--- config.mk ---
export PLATFORM = sky130hd
export DESIGN_NAME = spi_port
export DESIGN_NICKNAME = d
export VERILOG_FILES = /design/src/spi_port_pkg.sv /design/src/spi_port.sv
export VERILOG_INCLUDE_DIRS = /design/src
export SDC_FILE = /design/constraint.sdc
export NUM_CORES = 1
export LEC_CHECK = 0
export BUFFER_PORTS_ARGS = -buffer_cell sky130_fd_sc_hd__buf_2
export CAP_MARGIN = 0
export CORE_MARGIN = 3
export CORE_UTILIZATION = 45
export CTS_BUF_LIST = sky130_fd_sc_hd__clkbuf_2 sky130_fd_sc_hd__clkbuf_4 sky130_fd_sc_hd__clkbuf_8
export CTS_CLUSTER_SIZE = 12
export DETAILED_ROUTE_END_ITERATION = 10
export PLACE_DENSITY = 0.67
export SYNTH_ARGS = -nofsm -noshare
export SYNTH_HDL_FRONTEND = slang
export SYNTH_SLANG_ARGS = --single-unit
--- constraint.sdc ---
create_clock -name i_sys_clk -period 6.06 [get_ports i_sys_clk]
set_input_delay 0.909 -clock i_sys_clk [delete_from_list [all_inputs] [get_ports i_sys_clk]]
set_output_delay 0.909 -clock i_sys_clk [all_outputs]
set_load 0.02 [all_outputs]
--- src/spi_port_params.svh ---
`ifndef SPI_PORT_PARAMS_SVH
`define SPI_PORT_PARAMS_SVH

// Register offsets on the plain register port
`define OFS_CONTROL     2'h0
`define OFS_STATUS      2'h1
`define OFS_DATA        2'h2

// Control register field positions
`define CTL_IRQ_EN      7
`define CTL_PORT_EN     6
`define CTL_LSB_FIRST   5
`define CTL_MASTER      4
`define CTL_CLOCK_POLARITY        3
`define CTL_CLOCK_PHASE        2
`define CTL_RATE_HI     1
`define CTL_RATE_LO     0

// Status register field positions
`define STS_DONE        7
`define STS_WRITE_COLLISION_FLAG        6
`define STS_DOUBLE      0

// Reset values
`define CONTROL_RST     8'h00
`define DOUBLE_RST      1'b0
`define DATA_RST        8'h00

// Bits in a byte
`define BITS_PER_BYTE   4'h8

`endif

--- src/spi_port_pkg.sv ---
package spi_port_pkg;

  typedef struct packed {
    logic irq_en;
    logic port_en;
    logic lsb_first;
    logic master;
    logic clock_polarity;
    logic clock_phase;
    logic rate_hi;
    logic rate_lo;
  } ctrl_s;

  typedef struct packed {
    logic sck;
    logic mosi;
    logic miso;
  } spi_lines_s;

  typedef enum logic [1:0] {
    ST_IDLE,
    ST_MASTER,
    ST_SLAVE
  } xfer_state_e;

endpackage

--- src/spi_port.sv ---
`timescale 1ns/10ps
// Function
// Slave: select is input; when low port active, MISO driven only if user allows.
// Slave select high: port passive, shift logic reset, partial bits dropped.
// Master with select as output: select pin is plain output, no SPI effect.
// Master with select as input: external logic keeps it high.
// Select low as input in master: clear master, go slave, set done flag.
// After mode fault software sets master again and checks it.
// Control bit 7 enables interrupt; request when enable, done flag, global enable.
// Control bit 6 enables port; no operation without it.
// Control bit 5 set shifts LSB first, else MSB first.
// Control bit 4 selects master when one, slave when zero.
// Control bit 3 sets SCK idle level and leading edge direction.
// Control bit 2: phase 0 sample leading; phase 1 sample trailing.
// Master SCK divide by 4,16,64,128 or with doubling 2,8,32,64.
// Rate bits have no effect in slave operation.
// Status bit 7 done flag set at byte end and on mode fault.
// Done flag cleared by vector taken or status read then data access.
// Status bit 6 collision flag set on data write during transfer.
// Status read seeing collision then data access clears both flags.
// Status bits 5 to 1 read zero.
// Status bit 0 doubles master SCK rate; shortest period two clocks.
// External master keeps SCK at or below quarter of system clock.
// Data write starts transfer; data read returns receive buffer.
// Shift and sample on opposite edges; polarity-phase pairs are modes 0 to 3.
// Master: data write starts clock, eight bits, clock stops, done flag set.
// Slave idle with MISO off while select high, even if data loaded.
// Transmit single buffer, receive double buffer; unread byte overwritten.
// Slave SCK and select pass two-stage synchroniser and edge detector.
`include "spi_port_params.svh"

module spi_port
  import spi_port_pkg::*;
(
  // Clock and reset
  input  wire logic       i_sys_clk,
  input  wire logic       i_resetn,
  // Register port
  input  wire logic [1:0] i_addr,
  input  wire logic [7:0] i_wdata,
  input  wire logic       i_wr,
  input  wire logic       i_rd,
  output logic      [7:0] o_rdata,
  // CPU side
  input  wire logic       i_global_irq_en,
  input  wire logic       i_irq_ack,
  output logic            o_irq,
  // Pin direction choices from the user
  input  wire logic       i_sel_is_output,
  input  wire logic       i_sel_gpio_val,
  input  wire logic       i_mosi_dir_out,
  input  wire logic       i_miso_dir_out,
  input  wire logic       i_sck_dir_out,
  // SPI pins; enables low while driven
  input  wire logic       i_sck,
  output logic            o_sck,
  output logic            o_sck_oe_n,
  input  wire logic       i_mosi,
  output logic            o_mosi,
  output logic            o_mosi_oe_n,
  input  wire logic       i_miso,
  output logic            o_miso,
  output logic            o_miso_oe_n,
  input  wire logic       i_sel_n,
  output logic            o_sel_n,
  output logic            o_sel_oe_n
);

  ctrl_s       ctrl_r;
  logic        double_r;
  logic        done_r;
  logic        write_collision_flag_r;
  logic        armed_r;
  logic [7:0]  shift_r;
  logic [7:0]  rxbuf_r;
  logic [2:0]  bitcnt_r;
  logic        half_r;
  logic [6:0]  div_r;
  logic        sck_r;
  logic        out_r;
  xfer_state_e state_r;

  // Synchronisers: first stage read only by second
  spi_lines_s  pin_s1_r;
  spi_lines_s  pin_s2_r;
  logic        sel_s1_r;
  logic        sel_s2_r;
  logic        sck_d_r;
  always_ff @(posedge i_sys_clk or negedge i_resetn) begin
    if (!i_resetn) begin
      pin_s1_r <= '0;
      pin_s2_r <= '0;
      sel_s1_r <= 1'b1;
      sel_s2_r <= 1'b1;
      sck_d_r  <= 1'b0;
    end else begin
      pin_s1_r <= '{sck: i_sck, mosi: i_mosi, miso: i_miso};
      pin_s2_r <= pin_s1_r;
      sel_s1_r <= i_sel_n;
      sel_s2_r <= sel_s1_r;
      sck_d_r  <= pin_s2_r.sck;
    end
  end

  logic is_master;
  logic is_slave_act;
  logic fault;
  logic sck_edge;
  logic lead_edge;
  logic sample_edge;
  logic shift_edge;
  logic data_wr;
  logic data_acc;
  logic sts_rd;
  logic byte_end;
  logic slave_in_bit;
  logic [6:0] div_max;
  logic       xfer_busy;

  assign is_master    = ctrl_r.port_en && ctrl_r.master;
  assign is_slave_act = ctrl_r.port_en && !ctrl_r.master && !sel_s2_r;
  assign fault        = is_master && !i_sel_is_output && !sel_s2_r;
  assign sck_edge     = pin_s2_r.sck != sck_d_r;
  // Leading edge leaves the idle level
  assign lead_edge    = sck_edge && (pin_s2_r.sck != ctrl_r.clock_polarity);
  assign sample_edge  = sck_edge && (lead_edge != ctrl_r.clock_phase);
  assign shift_edge   = sck_edge && (lead_edge == ctrl_r.clock_phase);
  assign data_wr      = i_wr && i_addr == `OFS_DATA;
  assign data_acc     = (i_wr || i_rd) && i_addr == `OFS_DATA;
  assign sts_rd       = i_rd && i_addr == `OFS_STATUS;
  assign xfer_busy    = state_r != ST_IDLE;
  assign slave_in_bit = ctrl_r.lsb_first ? shift_r[0] : shift_r[7];

  // Half-period count minus one per rate setting
  always_comb begin
    case ({double_r, ctrl_r.rate_hi, ctrl_r.rate_lo})
      3'h0:    div_max = 7'h01;
      3'h1:    div_max = 7'h07;
      3'h2:    div_max = 7'h1f;
      3'h3:    div_max = 7'h3f;
      3'h4:    div_max = 7'h00;
      3'h5:    div_max = 7'h03;
      3'h6:    div_max = 7'h0f;
      default: div_max = 7'h1f;
    endcase
  end

  // Byte completes on the eighth trailing edge as master, eighth sampling point as slave
  assign byte_end = (state_r == ST_MASTER && div_r == div_max && half_r &&
                     bitcnt_r == 3'h7) ||
                    (state_r == ST_SLAVE && sample_edge && bitcnt_r == 3'h7 &&
                     !sel_s2_r);

  // Control register; mode fault clears master
  always_ff @(posedge i_sys_clk or negedge i_resetn) begin
    if (!i_resetn) begin
      ctrl_r   <= `CONTROL_RST;
      double_r <= `DOUBLE_RST;
    end else begin
      if (i_wr && i_addr == `OFS_CONTROL) begin
        ctrl_r <= i_wdata;
      end
      if (i_wr && i_addr == `OFS_STATUS) begin
        double_r <= i_wdata[`STS_DOUBLE];
      end
      if (fault) begin
        ctrl_r.master <= 1'b0;
      end
    end
  end

  // Armed after a status read that saw a flag set
  always_ff @(posedge i_sys_clk or negedge i_resetn) begin
    if (!i_resetn) begin
      armed_r <= 1'b0;
    end else if (sts_rd) begin
      armed_r <= done_r || write_collision_flag_r;
    end else if (data_acc) begin
      armed_r <= 1'b0;
    end
  end

  // Flags: set wins over clear
  always_ff @(posedge i_sys_clk or negedge i_resetn) begin
    if (!i_resetn) begin
      done_r <= 1'b0;
      write_collision_flag_r <= 1'b0;
    end else begin
      if (byte_end || fault) begin
        done_r <= 1'b1;
      end else if (i_irq_ack || (armed_r && data_acc)) begin
        done_r <= 1'b0;
      end
      if (data_wr && xfer_busy) begin
        write_collision_flag_r <= 1'b1;
      end else if (armed_r && data_acc) begin
        write_collision_flag_r <= 1'b0;
      end
    end
  end

  // Transfer engine
  always_ff @(posedge i_sys_clk or negedge i_resetn) begin
    if (!i_resetn) begin
      state_r  <= ST_IDLE;
      shift_r  <= `DATA_RST;
      bitcnt_r <= 3'h0;
      half_r   <= 1'b0;
      div_r    <= 7'h00;
      sck_r    <= 1'b0;
      out_r    <= 1'b0;
    end else begin
      case (state_r)
        ST_IDLE: begin
          sck_r  <= ctrl_r.clock_polarity;
          div_r  <= 7'h00;
          half_r <= 1'b0;
          if (data_wr) begin
            shift_r <= i_wdata;
          end
          if (is_master && data_wr && !fault) begin
            state_r  <= ST_MASTER;
            bitcnt_r <= 3'h0;
            out_r    <= ctrl_r.lsb_first ? i_wdata[0] : i_wdata[7];
          end else if (is_slave_act && !fault) begin
            state_r  <= ST_SLAVE;
            bitcnt_r <= 3'h0;
            out_r    <= ctrl_r.lsb_first ? shift_r[0] : shift_r[7];
          end
        end
        ST_MASTER: begin
          if (fault || !ctrl_r.port_en) begin
            state_r <= ST_IDLE;
          end else if (div_r == div_max) begin
            div_r  <= 7'h00;
            sck_r  <= ~sck_r;
            half_r <= ~half_r;
            // First half ends on leading edge, second on trailing edge
            if (half_r == ctrl_r.clock_phase) begin
              if (ctrl_r.lsb_first) begin
                shift_r <= {pin_s2_r.miso, shift_r[7:1]};
              end else begin
                shift_r <= {shift_r[6:0], pin_s2_r.miso};
              end
            end
            if (half_r) begin
              bitcnt_r <= bitcnt_r + 3'h1;
              if (bitcnt_r == 3'h7) begin
                state_r <= ST_IDLE;
              end
            end
            if (half_r != ctrl_r.clock_phase) begin
              out_r <= ctrl_r.lsb_first ? shift_r[0] : shift_r[7];
            end
          end else begin
            div_r <= div_r + 7'h01;
          end
        end
        ST_SLAVE: begin
          if (sel_s2_r || !ctrl_r.port_en || ctrl_r.master) begin
            state_r  <= ST_IDLE;
            bitcnt_r <= 3'h0;
          end else begin
            if (data_wr && !xfer_busy) begin
              shift_r <= i_wdata;
            end
            if (sample_edge) begin
              if (ctrl_r.lsb_first) begin
                shift_r <= {pin_s2_r.mosi, shift_r[7:1]};
              end else begin
                shift_r <= {shift_r[6:0], pin_s2_r.mosi};
              end
              bitcnt_r <= bitcnt_r + 3'h1;
            end
            if (shift_edge) begin
              out_r <= slave_in_bit;
            end
          end
        end
        default: state_r <= ST_IDLE;
      endcase
    end
  end

  // Receive buffer loaded when a byte completes
  logic [7:0] rx_byte;
  always_comb begin
    if (state_r == ST_MASTER && !ctrl_r.clock_phase) begin
      // Phase 0 took its last bit on the leading edge already
      rx_byte = shift_r;
    end else if (state_r == ST_MASTER) begin
      rx_byte = ctrl_r.lsb_first ? {pin_s2_r.miso, shift_r[7:1]}
                                 : {shift_r[6:0], pin_s2_r.miso};
    end else begin
      rx_byte = ctrl_r.lsb_first ? {pin_s2_r.mosi, shift_r[7:1]}
                                 : {shift_r[6:0], pin_s2_r.mosi};
    end
  end

  always_ff @(posedge i_sys_clk or negedge i_resetn) begin
    if (!i_resetn) begin
      rxbuf_r <= `DATA_RST;
    end else if (byte_end) begin
      rxbuf_r <= rx_byte;
    end
  end

  // Read data one cycle after read strobe
  always_ff @(posedge i_sys_clk or negedge i_resetn) begin
    if (!i_resetn) begin
      o_rdata <= 8'h00;
    end else if (i_rd) begin
      case (i_addr)
        `OFS_CONTROL: o_rdata <= ctrl_r;
        `OFS_STATUS:  o_rdata <= {done_r, write_collision_flag_r, 5'h00, double_r};
        `OFS_DATA:    o_rdata <= rxbuf_r;
        default:      o_rdata <= 8'h00;
      endcase
    end else begin
      o_rdata <= 8'h00;
    end
  end

  // Pin drive, interrupt
  always_ff @(posedge i_sys_clk or negedge i_resetn) begin
    if (!i_resetn) begin
      o_irq       <= 1'b0;
      o_sck       <= 1'b0;
      o_sck_oe_n  <= 1'b1;
      o_mosi      <= 1'b0;
      o_mosi_oe_n <= 1'b1;
      o_miso      <= 1'b0;
      o_miso_oe_n <= 1'b1;
      o_sel_n     <= 1'b1;
      o_sel_oe_n  <= 1'b1;
    end else begin
      o_irq       <= ctrl_r.irq_en && done_r && i_global_irq_en;
      o_sck       <= sck_r;
      o_sck_oe_n  <= !(is_master && !fault && i_sck_dir_out);
      o_mosi      <= out_r;
      o_mosi_oe_n <= !(is_master && !fault && i_mosi_dir_out);
      o_miso      <= out_r;
      o_miso_oe_n <= !(is_slave_act && i_miso_dir_out);
      o_sel_n     <= i_sel_gpio_val;
      o_sel_oe_n  <= !(is_master && i_sel_is_output);
    end
  end

  a_fault_clears_master: assert property (
    @(posedge i_sys_clk) disable iff (!i_resetn)
    fault |=> !ctrl_r.master && done_r)
    else $error("mode fault did not drop master and set done");

  a_slave_deselect: assert property (
    @(posedge i_sys_clk) disable iff (!i_resetn)
    (state_r == ST_SLAVE && sel_s2_r) |=> state_r == ST_IDLE && bitcnt_r == 3'h0)
    else $error("slave not reset on deselect");

  a_status_reserved: assert property (
    @(posedge i_sys_clk) disable iff (!i_resetn)
    (i_rd && i_addr == `OFS_STATUS) |=> o_rdata[5:1] == 5'h00)
    else $error("reserved status bits not zero");

  a_write_collision_flag_set: assert property (
    @(posedge i_sys_clk) disable iff (!i_resetn)
    (data_wr && xfer_busy) |=> write_collision_flag_r)
    else $error("collision flag not set");

  a_done_on_end: assert property (
    @(posedge i_sys_clk) disable iff (!i_resetn)
    byte_end |=> done_r)
    else $error("done flag not set at byte end");

  a_irq_gating: assert property (
    @(posedge i_sys_clk) disable iff (!i_resetn)
    o_irq == ($past(done_r) && $past(ctrl_r.irq_en) && $past(i_global_irq_en)))
    else $error("interrupt not raised");

  a_slave_miso_off: assert property (
    @(posedge i_sys_clk) disable iff (!i_resetn)
    (sel_s2_r && !ctrl_r.master) |=> o_miso_oe_n)
    else $error("miso driven while deselected");

  a_disabled_idle: assert property (
    @(posedge i_sys_clk) disable iff (!i_resetn)
    (!ctrl_r.port_en && state_r == ST_IDLE) |=> state_r == ST_IDLE)
    else $error("transfer started while disabled");

endmodule // spi_port

==> key figures <==
Run status
  – Status: complete, no violations

CTS
  – CTS Buffer Depth: 2
  – TritonCTS Buffers: 9
  – Worst skew pair latency: 0.34 ns
  – CTS tree: yes
  – Post-CTS setup repair buffer count: 0
  – Hold Buf Count CTS: 0
  – Cts repair resizes: 0
  – Clock sink count: 68
  – H-Tree Depth: 3
  – Root buffer cell: clkbuf_8
  – Worst-path clk slew: roughly 0.080 ns

Worst setup path
  – Buf/Inv on CP: 0
  – Crit Path Class: flip-flop to flip-flop
  – CP max-delay cell: o31ai_1
  – CP max stage delay: 0.99 ns
  – Critical path depth: 6
  – CP Data Arrival Time: 3.02 ns
  – FF-to-FF setup slack: 3.25 ns
  – Worst path top cell family by delay: compound AO/OA/AOI/OAI gates
  – CP Cell Sequence: or4_4 -> o21ai_2 -> a31oi_2 -> o31ai_1 -> and2_1 -> o21ai_0
  – Crit path max fanout: 11
  – Worst setup SP type: flip-flop
  – Crit path capture type: flip-flop
  – Depth of the most critical reg-to-reg path: 6
  – CP required: 6.27 ns

Cells and area
  – Final net count: 408
  – Final core area utilization: 52.0%
  – Non-filler cells, final: slightly below 500
  – Most frequent cells in the layout: 61 x dfrtp_1, 41 x buf_2, 29 x nand2_1, 28 x nor2_1
  – Ant diodes: 0
  – Synth-to-Final Area Change: 12.1%
  – Commonest non-fill, non-tap cell in the layout: dfrtp_1
  – Layout cell share with drive strength beyond 1: between 20% and 30%

Synth
  – Mapped Nets: between 300 and 400
  – Async set or reset register ratio after synthesis: 100%
  – Yosys warning count: 0
  – Synth Area in Compound Gates: 14.3%
  – Most common flop cell mapped by yosys: dfrtp_1
  – Mux cell area share after synthesis: ~16%
  – Adder-Cell Fraction of Synth Area: 2.43%
  – Avg Synthesized Cell Area: 10.5 um^2
  – Sequential area share after synthesis: 47.5%
  – Post-synthesis simple-gate area fraction: approximately 15%
  – Largest family of logic cells by synthesized area: multiplexers
  – Area of the mapped netlist: 3600 um^2
  – Post-synthesis register bit count: 68
  – Netlist cell types: slightly below 60
  – XOR/XNOR Fraction of Synth Area: 0.729%
  – Post-synthesis cell count: 342
  – Post-synth EDFFs: 0

Power
  – Maximum vdd drop: 0.000185 V
  – PD cells: 359 nW/um^2
  – Leak: 1.88 nW

Global routing
  – All-layer global routing usage: 18.7%
  – Vias in the first global route: between 2000 and 3000
  – Met3 Resource Use GR: 3.63%
  – Gr busiest metal: met1
  – Antenna violations before repair: 0
  – Global-route wire length before repair: 13100 um
  – GRT overflow: 0
  – GR Layer Usage met2: 26.2%
  – GRT met1 Usage: between 20% and 30%
  – Largest net degree at the start of global routing: 69

Place
  – Detail Placement HPWL: 5510 um
  – I/O Buffers: 41
  – Placed cell count: 467
  – GP Congestion: just under 0.9

STA
  – Final setup fails: 0
  – Final setup TNS: 0 ns
  – Fin. Hold Viols: 0
  – Period Utilization, post-route: 46.3%
  – F_max: approximately 0.36 GHz
  – Slew @ Worst Pin: 1.18 ns
  – Clk_skew: 0.00826 ns
  – Max-slew headroom: 20.7%
  – RSZ-0062 raised after global routing: no
  – Max-slew violation count: 0
  – Minimum clock period: 2.81 ns

Floorplanning
  – Initial Utilization: between 40% and 50%
  – DIE AREA: 9120 um^2
  – Die H: 95.5 um
  – IO Count: 42
  – # rows: 32
  – Core area: 7770 um^2
  – DIE WIDTH: 95.5 um

Drt
  – Detailed Routing Iterations Pass 1: 4
  – Vias/cell: ~5.5
  – DRT iter0 DRCs: 95
  – ANT nets after route: 0
  – Via count: approximately 2700
  – Final Routed Wirelength: 7920 um
  – Post-route DRC: 0
  – DR WL/cell: 16.4 um

Min path
  – Hold-critical path depth: 0
  – Hold Path Class: flip-flop to flip-flop

Run
  – Max_cap viols: 0
## per-stage QoR
step                setup slack, ns  cell area [um^2]  hold WS [ns]  power (W)
floorplan                      3.67              3600         0.331   0.000951
global placement               3.22              3830         0.333    0.00106
detailed placement             3.12              3830         0.335    0.00107
CTS                            3.24              4040         0.352    0.00146
global route                   2.87              4040         0.363    0.00154
finish                         3.25              4040         0.351    0.00145
## area by class of cell
class / instances / area [um^2]
Fill cell: 733 / 3730
Inverter: 12 / 45.0
Clock inverter: 7 / 82.6
Tap cell: 102 / 128
Clock buffer: 9 / 124
Sequential cell: 68 / 1710
Timing Repair Buffer: 42 / 213
Multi-Input combinational cell: 243 / 1740
## state kept, by name (all words and copies together) (netlist names), 2 cells and up
name / cells
bitcnt_r: 3
ctrl_r: 8
div_r: 7
o_rdata: 8
pin_s1_r: 3
pin_s2_r: 3
rxbuf_r: 8
shift_r: 8
state_r: 2
## routing by layer
layer / share of wire [%] / wire length [um]
met1: 51 / 4060
met2: 43 / 3410
met3: 4.3 / 342
met4: 1.4 / 110
met5: 0 / 0
## logic make-up (layout without fill, tap and decap cells)
logic type | count (synthesis) | in the layout
simple gates | 105 | 105
compound gates | 79 | 79
flops | 68 | 68
mux | 49 | 49
buf+inv | 31 | 70
fa+ha+maj | 7 | 7
xor+xnor | 3 | 3
## synth_stat cells (4+ instances only)
cell,n,share of area (%)
o21ai_0,22,3.1
inv_1,12,1.2
ha_1,7,2.4
nor2_1,28,2.9
dfrtp_1,61,42
a21oi_1,24,3.3
nor3_1,5,0.69
nand2_1,29,3.0
mux2_2,10,3.1
nor2b_1,6,1.0
dfstp_2,7,5.1
mux2_4,7,2.9
mux2i_1,24,6.7
mux2_1,7,2.2
nand3_1,7,0.97
a31oi_1,4,0.69
clkbuf_1,9,0.94
nand2b_1,4,0.69
a21boi_0,5,1.0
## power by group
part	switching, W	total [W]	internal, W
Sequential	0.0000848	0.000613	0.000528
Combinational	0.000247	0.000449	0.000202
Clock	0.000192	0.000388	0.000197
Total	0.000524	0.00145	0.000927
## path summary, 6_finish.rpt
| kind | startpoint | end |
|---|---|---|
| worst min-delay path | pin_s1_r[1] | pin_s2_r[1] |
| worst max-delay path | div_r[3] | bitcnt_r[2] |
| worst min register to register | pin_s1_r[1] | pin_s2_r[1] |
| worst max register to register | div_r[3] | bitcnt_r[2] |
| max in group asynchronous | i_resetn | bitcnt_r[2] |
| min in group asynchronous | i_resetn | o_rdata[1] |
Power figures use the tool's default switching activity.
